--- config.mk ---
export PLATFORM = sky130hd
export DESIGN_NAME = host_suspend_wake_control
export DESIGN_NICKNAME = d
export VERILOG_FILES = /design/src/common/suspend_wake_pkg.sv /design/src/logic/host_suspend_wake_control.sv
export SDC_FILE = /design/constraint.sdc
export NUM_CORES = 1
export LEC_CHECK = 0
export BUFFER_PORTS_ARGS = -buffer_cell sky130_fd_sc_hd__buf_2
export CAP_MARGIN = 20
export CORE_MARGIN = 8
export CORE_UTILIZATION = 64
export CTS_BUF_LIST = sky130_fd_sc_hd__clkbuf_4 sky130_fd_sc_hd__clkbuf_8 sky130_fd_sc_hd__clkbuf_16
export CTS_CLUSTER_SIZE = 24
export DETAILED_ROUTE_END_ITERATION = 8
export PLACE_DENSITY = 0.82
export SLEW_MARGIN = 15
export SYNTH_ARGS = -nofsm -noshare
export SYNTH_HDL_FRONTEND = slang
export SYNTH_SLANG_ARGS = --single-unit
--- constraint.sdc ---
create_clock -name core_clk -period 3.23 [get_ports core_clk]
set_clock_uncertainty 0.05 [all_clocks]
set_input_delay 0.646 -clock core_clk [delete_from_list [all_inputs] [get_ports core_clk]]
set_output_delay 0.646 -clock core_clk [all_outputs]
set_load 0.02 [all_outputs]
--- src/common/suspend_wake_pkg.sv ---
// Constants, types and register map of the suspend and wake-up control block.
// Assumes a 100 MHz free-running core clock; gated clocks are driven by enables out of this block.
//
// Notes on behaviour
// RULE_01: Overload source select bit 10 resets to 0, selecting the external detector.
// RULE_02: Writing sleep state into the mode field (read 01H, write 81H) suspends.
// RULE_03: While suspended, internal clock, PLL, oscillator stop and regulator powers down.
// RULE_04: Entering the bus sleep state drives the suspend indicator high.
// RULE_05: Suspend indicator falls only when mode field becomes bus reset or running.
// RULE_06: Keep-running bit 11 at 0 stops the clock 1.3 ms after sleep entry.
// RULE_07: Sleep is left on wake pin pulse, chip select access, or bus resume.
// RULE_08: Wake pin high in sleep restarts clock and sets clock-up bit 6 at 24H.
// RULE_09: Clock is running within 160 us of wake pin going high in sleep.
// RULE_10: Clock stays on while wake pin stays high; driver may then select running.
// RULE_11: Wake pin low more than 1.14 ms after a wake stops the clock again.
// RULE_12: A chip select assertion during sleep acts as a software wake.
// RULE_13: Bus resume in sleep moves mode to resume and sets the resume-seen flag.
// RULE_14: Driver enables interrupt bits for the wake source before entering sleep.
// RULE_15: Driver preserves reserved bits by read-modify-write or a shadow copy.
// RULE_16: Driver writes zeros into reserved fields on set or clear writes.
// RULE_17: Operational registers are 32 bits, read command equals byte offset over four.
// RULE_18: Write command equals read command with bit 7 set.
package suspend_wake_pkg;

  // ----------------------------------------
  // Register commands (read form)
  // ----------------------------------------
  localparam logic [6:0] REG_REVISION = 7'h00;
  localparam logic [6:0] REG_MODE = 7'h01;
  localparam logic [6:0] REG_CMD_STATUS = 7'h02;
  localparam logic [6:0] REG_EVENT_STATUS = 7'h03;
  localparam logic [6:0] REG_ENABLE_SET = 7'h04;
  localparam logic [6:0] REG_ENABLE_CLEAR = 7'h05;
  localparam logic [6:0] REG_FRAME_INTERVAL = 7'h0d;
  localparam logic [6:0] REG_FRAME_LEFT = 7'h0e;
  localparam logic [6:0] REG_FRAME_INDEX = 7'h0f;
  localparam logic [6:0] REG_SLOW_THRESHOLD = 7'h11;
  localparam logic [6:0] REG_HW_SETUP = 7'h20;
  localparam logic [6:0] REG_PROC_EVENT = 7'h24;
  localparam int WRITE_FLAG_BIT = 7;
  localparam int WIDE_REG_LIMIT = 8'h20; // Commands below this are 32-bit

  // ----------------------------------------
  // Field positions and reset values
  // ----------------------------------------
  localparam int MODE_FIELD_LO = 6;
  localparam int OVERLOAD_SELECT_BIT = 10;
  localparam int KEEP_CLOCK_BIT = 11;
  localparam int CLOCK_UP_BIT = 6;
  localparam int BUS_WAKE_SEEN_BIT = 3;
  localparam logic [31:0] REVISION_VALUE = 32'h0000_0010;
  localparam logic [31:0] WIDE_RESET = 32'h0000_0000;
  localparam logic [15:0] NARROW_RESET = 16'h0000;

  // ----------------------------------------
  // Timing
  // ----------------------------------------
  localparam int CLK_PERIOD_NS = 10;
  localparam int SLEEP_STOP_NS = 1_300_000;
  localparam int WAKE_UP_NS = 160_000;
  localparam int WAKE_LOW_NS = 1_140_000;
  localparam int STOP_CYCLES = (SLEEP_STOP_NS + CLK_PERIOD_NS - 1) / CLK_PERIOD_NS;
  localparam int WAKE_UP_CYCLES = WAKE_UP_NS / CLK_PERIOD_NS;
  localparam int WAKE_LOW_CYCLES = (WAKE_LOW_NS + CLK_PERIOD_NS - 1) / CLK_PERIOD_NS;
  localparam int DWELL_W = 18;

  // ----------------------------------------
  // Types
  // ----------------------------------------
  typedef enum logic [1:0] {
    bus_reset_state = 2'h0,
    bus_wake_state = 2'h1,
    bus_running_state = 2'h2,
    bus_sleep_state = 2'h3
  } host_mode_e;

  typedef enum logic [2:0] {
    clk_running = 3'h0,
    sleep_settle = 3'h1,
    clk_stopped = 3'h3,
    clk_starting = 3'h2,
    wake_hold = 3'h6
  } power_e;

  typedef struct packed {
    logic cs_n;
    logic rd_n;
    logic wr_n;
    logic cmd_sel;
    logic [15:0] data;
  } host_bus_s;

endpackage

--- src/logic/host_suspend_wake_control.sv ---
// Suspend/wake control with the command-style register port of the host controller.
// Assumes asynchronous host pins held stable for several core clocks per strobe.
`timescale 1ns/10ps
`default_nettype none

module host_suspend_wake_control
  import suspend_wake_pkg::*;
#(
  parameter int STOP_COUNT = STOP_CYCLES,
  parameter int WAKE_UP_COUNT = WAKE_UP_CYCLES,
  parameter int WAKE_LOW_COUNT = WAKE_LOW_CYCLES
) (
  // Clock and reset
  input wire logic core_clk,
  input wire logic rst_n,
  // Processor bus pins
  input wire logic cs_n,
  input wire logic rd_n,
  input wire logic wr_n,
  input wire logic cmd_sel,
  input wire logic [15:0] data_in,
  output logic [15:0] data_out,
  output logic data_oe_n,
  // Wake sources
  input wire logic wake_request_in,
  input wire logic bus_resume_in,
  // Power and status outputs
  output logic suspend_out,
  output logic int_clock_run,
  output logic pll_osc_on,
  output logic regulator_power_down,
  output logic internal_overload_sense_select
);

  // ----------------------------------------
  // Pin synchronisers
  // ----------------------------------------
  host_bus_s bus_meta;
  host_bus_s bus_sync;
  host_bus_s bus_prev;
  logic [1:0] wake_meta;
  logic [1:0] wake_sync;

  // Two flops on every pin, then one history stage on the bus pins only
  always_ff @(posedge core_clk or negedge rst_n) begin
    if (!rst_n) begin
      bus_meta <= '1;
      bus_sync <= '1;
      bus_prev <= '1;
      wake_meta <= '0;
      wake_sync <= '0;
    end else begin
      bus_meta <= '{cs_n: cs_n, rd_n: rd_n, wr_n: wr_n, cmd_sel: cmd_sel, data: data_in};
      bus_sync <= bus_meta;
      bus_prev <= bus_sync;
      wake_meta <= {bus_resume_in, wake_request_in};
      wake_sync <= wake_meta;
    end
  end

  // ----------------------------------------
  // Strobe decode
  // ----------------------------------------
  wire logic wake_pin = wake_sync[0];
  wire logic resume_pin = wake_sync[1];
  wire logic selected = !bus_sync.cs_n;
  wire logic wr_done = selected && bus_sync.wr_n && !bus_prev.wr_n;
  wire logic rd_done = selected && bus_sync.rd_n && !bus_prev.rd_n;
  wire logic rd_active = selected && !bus_sync.rd_n && !bus_sync.cmd_sel;
  wire logic cmd_write = wr_done && bus_sync.cmd_sel;
  wire logic data_write = wr_done && !bus_sync.cmd_sel;
  wire logic data_read = rd_done && !bus_sync.cmd_sel;

  // ----------------------------------------
  // Command and word tracking
  // ----------------------------------------
  logic [7:0] command;
  logic high_word;
  logic [15:0] low_word;

  // RULE_17: 32-bit registers take two words
  wire logic wide_reg = command[6:0] < 7'(WIDE_REG_LIMIT);
  // RULE_18: bit 7 marks a write command
  wire logic is_write_cmd = command[WRITE_FLAG_BIT];
  wire logic [6:0] reg_sel = command[6:0];
  wire logic commit = data_write && is_write_cmd && (!wide_reg || high_word);
  wire logic [31:0] wdata = wide_reg ? {bus_sync.data, low_word} : {16'h0000, bus_sync.data};

  // Command latch and low/high word sequencing
  always_ff @(posedge core_clk or negedge rst_n) begin
    if (!rst_n) begin
      command <= 8'h00;
      high_word <= 1'b0;
      low_word <= 16'h0000;
    end else if (cmd_write) begin
      command <= bus_sync.data[7:0];
      high_word <= 1'b0;
    end else if ((data_write || data_read) && wide_reg) begin
      high_word <= !high_word;
      if (data_write && !high_word) begin
        low_word <= bus_sync.data;
      end
    end
  end

  // ----------------------------------------
  // Registers
  // ----------------------------------------
  logic [31:0] mode_ctrl;
  logic [31:0] cmd_status;
  logic [31:0] event_status;
  logic [31:0] event_enable;
  logic [31:0] frame_interval;
  logic [31:0] slow_threshold;
  logic [15:0] hardware_setup;
  logic [15:0] proc_event;
  power_e state;
  power_e next_state;
  logic [DWELL_W-1:0] dwell;

  wire logic [1:0] mode_field = mode_ctrl[MODE_FIELD_LO+1:MODE_FIELD_LO];
  wire logic in_sleep = mode_field == bus_sleep_state;
  wire logic wr_mode = commit && reg_sel == REG_MODE;
  // RULE_13: resume seen while asleep
  wire logic bus_wake_hit = in_sleep && resume_pin;
  wire logic clock_up_hit = state == clk_starting && 32'(dwell) >= WAKE_UP_COUNT - 1;

  // Mode register; a write loses to a same-cycle bus resume
  always_ff @(posedge core_clk or negedge rst_n) begin
    if (!rst_n) begin
      mode_ctrl <= WIDE_RESET;
    end else if (bus_wake_hit) begin
      mode_ctrl[MODE_FIELD_LO+1:MODE_FIELD_LO] <= bus_wake_state;
    end else if (wr_mode) begin
      // RULE_02: driver selects the mode
      mode_ctrl <= wdata;
    end
  end

  // Plain read/write registers
  always_ff @(posedge core_clk or negedge rst_n) begin
    if (!rst_n) begin
      cmd_status <= WIDE_RESET;
      frame_interval <= WIDE_RESET;
      slow_threshold <= WIDE_RESET;
      // RULE_01: external overload detector selected after reset
      hardware_setup <= NARROW_RESET;
    end else if (commit) begin
      case (reg_sel)
        REG_CMD_STATUS: cmd_status <= wdata;
        REG_FRAME_INTERVAL: frame_interval <= wdata;
        REG_SLOW_THRESHOLD: slow_threshold <= wdata;
        REG_HW_SETUP: hardware_setup <= wdata[15:0];
        default: ;
      endcase
    end
  end

  // Enable set/clear pair
  always_ff @(posedge core_clk or negedge rst_n) begin
    if (!rst_n) begin
      event_enable <= WIDE_RESET;
    end else if (commit && reg_sel == REG_ENABLE_SET) begin
      event_enable <= event_enable | wdata;
    end else if (commit && reg_sel == REG_ENABLE_CLEAR) begin
      event_enable <= event_enable & ~wdata;
    end
  end

  // Sticky event flags: write one clears, hardware set wins
  wire logic [31:0] ev_clr = (commit && reg_sel == REG_EVENT_STATUS) ? wdata : WIDE_RESET;
  wire logic [15:0] pe_clr = (commit && reg_sel == REG_PROC_EVENT) ? wdata[15:0] : NARROW_RESET;
  wire logic [31:0] ev_set = 32'(bus_wake_hit) << BUS_WAKE_SEEN_BIT;
  wire logic [15:0] pe_set = 16'(clock_up_hit) << CLOCK_UP_BIT;

  always_ff @(posedge core_clk or negedge rst_n) begin
    if (!rst_n) begin
      event_status <= WIDE_RESET;
      proc_event <= NARROW_RESET;
    end else begin
      // RULE_13: resume-seen flag
      event_status <= (event_status & ~ev_clr) | ev_set;
      // RULE_08: clock-up flag
      proc_event <= (proc_event & ~pe_clr) | pe_set;
    end
  end

  // ----------------------------------------
  // Read path
  // ----------------------------------------
  logic [31:0] rdata;

  // Read multiplexer; unmapped commands read zero
  always_comb begin
    case (reg_sel)
      REG_REVISION: rdata = REVISION_VALUE;
      REG_MODE: rdata = mode_ctrl;
      REG_CMD_STATUS: rdata = cmd_status;
      REG_EVENT_STATUS: rdata = event_status;
      REG_ENABLE_SET: rdata = event_enable;
      REG_ENABLE_CLEAR: rdata = event_enable;
      REG_FRAME_INTERVAL: rdata = frame_interval;
      REG_SLOW_THRESHOLD: rdata = slow_threshold;
      REG_HW_SETUP: rdata = {16'h0000, hardware_setup};
      REG_PROC_EVENT: rdata = {16'h0000, proc_event};
      default: rdata = WIDE_RESET;
    endcase
  end

  // Output word and driver enable
  always_ff @(posedge core_clk or negedge rst_n) begin
    if (!rst_n) begin
      data_out <= 16'h0000;
      data_oe_n <= 1'b1;
    end else begin
      data_out <= (wide_reg && high_word) ? rdata[31:16] : rdata[15:0];
      data_oe_n <= !rd_active;
    end
  end

  // ----------------------------------------
  // Power state machine
  // ----------------------------------------
  // RULE_12: chip select counts as a wake
  wire logic any_wake = wake_pin || selected || resume_pin;
  wire logic keep_clock = hardware_setup[KEEP_CLOCK_BIT];

  // Next power state
  always_comb begin
    next_state = state;
    case (state)
      clk_running: begin
        if (in_sleep) begin
          next_state = sleep_settle;
        end
      end
      sleep_settle: begin
        // RULE_06: stop after settle unless kept running
        if (!in_sleep) begin
          next_state = clk_running;
        end else if (!keep_clock && 32'(dwell) >= STOP_COUNT - 1) begin
          next_state = clk_stopped;
        end
      end
      clk_stopped: begin
        // RULE_07: any wake source restarts
        if (!in_sleep || any_wake) begin
          next_state = clk_starting;
        end
      end
      clk_starting: begin
        // RULE_09: clock up within bound
        if (clock_up_hit) begin
          next_state = in_sleep ? wake_hold : clk_running;
        end
      end
      wake_hold: begin
        // RULE_10: running while wake is held
        if (!in_sleep) begin
          next_state = clk_running;
        end else if (!keep_clock && 32'(dwell) >= WAKE_LOW_COUNT) begin
          // RULE_11: wake low too long
          next_state = clk_stopped;
        end
      end
      default: next_state = clk_running;
    endcase
  end

  // Dwell counter restarts on each state change and on wake activity in hold
  wire logic dwell_clear = next_state != state || (state == wake_hold && any_wake);

  always_ff @(posedge core_clk or negedge rst_n) begin
    if (!rst_n) begin
      state <= clk_running;
      dwell <= '0;
    end else begin
      state <= next_state;
      dwell <= dwell_clear ? '0 : dwell + 1'b1;
    end
  end

  // ----------------------------------------
  // Suspend indicator
  // ----------------------------------------
  logic suspend_flag;

  always_ff @(posedge core_clk or negedge rst_n) begin
    if (!rst_n) begin
      suspend_flag <= 1'b0;
    end else if (in_sleep) begin
      // RULE_04: indicator high on sleep
      suspend_flag <= 1'b1;
    end else if (mode_field == bus_reset_state || mode_field == bus_running_state) begin
      // RULE_05: only reset or running clears
      suspend_flag <= 1'b0;
    end
  end

  // ----------------------------------------
  // Outputs
  // ----------------------------------------
  // RULE_03: clock, PLL, oscillator, regulator
  assign int_clock_run = state != clk_stopped && state != clk_starting;
  assign pll_osc_on = state != clk_stopped;
  assign regulator_power_down = state == clk_stopped;
  assign suspend_out = suspend_flag;
  // RULE_01: source select follows bit 10
  assign internal_overload_sense_select = hardware_setup[OVERLOAD_SELECT_BIT];

endmodule

`default_nettype wire

==> metrics.cfg <==
[floorplan]
io-pin-count=46
die_w_um=164
start_util=0.646
die_h_um=164
dieArea_um2=26800
num_rows=54
core_area_um2=21600

[placed_design]
postPlaceCellArea_um2=14600
place_congestion=0.882
dp.cells=1510
io_buffers=45
hpwlAfterDp_um=21800

[power]
leakagePower_nw=7.05
clkPwrFrac=0.403
p_comb_frac=0.135
power.density_nw_per_um2=644
internal-power_mw=7.42
p_sw_mw=2.78
power_frac_seq=0.462
sw_frac_of_total=0.272
vdd_drop_max_uv=500

[logic_synthesis]
ys_async_sr_fraction=1.00
ys_seq_area_frac=0.602
synth-edff-count=0
synth_area_leaders=dfrtp_1, dfstp_2, o21ai_0
syn_inst=1221
synth_warnings=0
postSynthAreaPerCell_um2=11.4
yosysTopAreaCellShare=0.521
post_synth_num_cell_types=67
synth-seq-cells=334
syn-cell-area_um2=14000
yosys.area.top_type=dfrtp_1
syn_nets=1247
synth_ff_type=dfrtp_1

[run]
maxCapViolations=0

[drt]
vias=10095
drc_errors=0
wl_um=35200
vias_per_cell=6.42
drtAntennaViolNets=0
drt_first_pass_iters=6
dr.first_iter.drc_count=1041
avgRoutedWirePerCell_um=22.4

[status]
status=finished clean

[setup_path]
crit_end=hardware_setup[13]
crit_start=command[4]
crit_path_end_kind=register
r2r_end=hardware_setup[13]
critPathLaunchType=register
rr_worst_depth=6
reg2reg_setup_slack_ns=0.59
timing.rr.start=command[4]
crit_required_ns=3.62
arrival_ns=3.03
crit_fanout=24
worstSetupPathType=reg -> reg

[clock_network]
cts_tree=built
htreeDepth=2
cts.path.max_buffers=3
cts_resized=0
post-cts-setup-buffers=0
cts.sinks=334
cts_root_buf=clkbuf_16
path_clk_slew_ns=0.06
clk_latency_ns=0.52
ctsHoldBuffers=0
cts_inserted_buffers=35

[sta]
max_slew_margin=0.382
timing.final.crit_share=0.819
tns_ns=0
worstMarginPinSlew_ns=0.902
worst_hold_slack_ns=0.128
setup_viol=0
slew_violations=0
max_freq_ghz=0.378
rsz0062_at_grt=no
fin_crit_ns=2.64
final_hold_viol_count=0

[global_route]
grt_usage=0.269
grt.overflow.total=0
grt_pass1_vias=10470
grt_max_degree=93
grt_pass1_wl_um=56600
grt_antenna_before_repair=0

[final_layout]
final-seq-area_um2=8410
layout_commonest_cell=dfrtp_1
layout_common_cells=dfrtp_1, nand2_1, o21ai_0
fin_nets=1293
design_area_um2=15800
area_growth_pct=13.3
fill_cells=1421
antenna_cells=0
drive_gt1_frac=0.218
stdcell_count=1573
multiInputGateArea_um2=5190

[hold_path]
holdCritPathClass=in -> async

==> Yosys cell counts (6+ instances only) <==
cell / n
a222oi_1: 20
nor2b_1: 8
a2bb2oi_1: 8
o21a_1: 48
a31oi_1: 9
nand2_1: 139
o21ai_1: 29
xor2_1: 8
dfrtp_1: 291
mux2i_1: 41
mux2_2: 40
nor2_1: 51
o31ai_2: 20
clkbuf_1: 47
nor3_1: 25
xnor2_1: 9
inv_1: 9
o2bb2ai_1: 7
a2111oi_0: 6
buf_2: 28
o22ai_1: 9
and3_1: 13
o21ai_0: 119
a21oi_1: 56
nand3_1: 13
a22oi_1: 28
o31ai_1: 13
dfstp_2: 43
==> stage by stage <==
stage | worst slack [ns] | power (mW) | utilization
floorplan | 1.10 | 5.54 | -
global placement | 0.700 | 6.06 | 0.677
detailed placement | 0.690 | 6.12 | 0.677
CTS | 0.607 | 10.2 | 0.732
global route | 0.525 | 10.5 | 0.732
finish | 0.586 | 10.2 | 0.732
==> worst min-delay path by stage <==
stage / from / cells past startpoint / slack, ns / to
6_report: rst_n / 1 / 0.13 / mode_ctrl[25]
5_1_grt: data_in[12] / 1 / 0.16 / bus_meta[12]
4_1_cts: rst_n / 1 / 0.15 / cmd_status[10]
3_5_place_dp: wake_meta[1] / 0 / 0.29 / wake_sync[1]
3_3_place_gp: wake_meta[1] / 0 / 0.28 / wake_sync[1]
2_1_floorplan: wake_meta[0] / 0 / 0.28 / wake_sync[0]
==> final cells by class <==
class	instances	share of cell area
Inverter	9	0.00213
Timing Repair Buffer	90	0.0409
Clock buffer	53	0.0692
Clock inverter	10	0.00648
Multi-Input combinational cell	797	0.328
Tap cell	280	0.0221
Sequential cell	334	0.531
==> power groups by stage <==
stage,combinational [mW],clock (mW),sequential [mW]
2_1_floorplan,0.831,0,4.71
3_3_place_gp,1.31,0,4.75
3_5_place_dp,1.35,0,4.77
4_1_cts,1.36,4.16,4.70
5_1_grt,1.47,4.33,4.74
6_report,1.37,4.11,4.71
==> state kept, by name, indices dropped and copies added (netlist names), named ones only <==
name            flops
cmd_status         32
dwell              18
low_word           16
wake_sync           2
slow_threshold     32
state               3
proc_event         16
event_status       32
wake_meta           2
command             8
mode_ctrl          32
data_oe_n           1
hardware_setup     16
suspend_out         1
high_word           1
bus_meta           20
frame_interval     32
bus_sync           20
data_out           16
bus_prev            2
==> worst max-delay path: stages (launching register included) <==
cell	delay [ns]
dfrtp_1	0.59
or3b_1	0.78
nor2b_1	0.33
and2_0	0.22
buf_4	0.33
nor2_1	0.11
a21oi_1	0.14
==> cells by family after synthesis <==
family | Yosys count | synth area share
AOI/OAI and AO/OA | 397 | 0.192
buffers and inverters | 90 | 0.0286
DFF | 334 | 0.602
muxes | 81 | 0.0616
adders and majority gates | 2 | 0.00179
xor gates and xnor gates | 17 | 0.0107
and+or+nand+nor | 300 | 0.104
==> metal layers <==
layer  track usage  share of wire  vias up
li1              -              -     4512
met1         0.355           0.40     5038
met2         0.430           0.48      441
met3        0.0531          0.085      104
met4         0.118          0.033        0
met5             0              0        -
(Power assumes the default switching activity.)
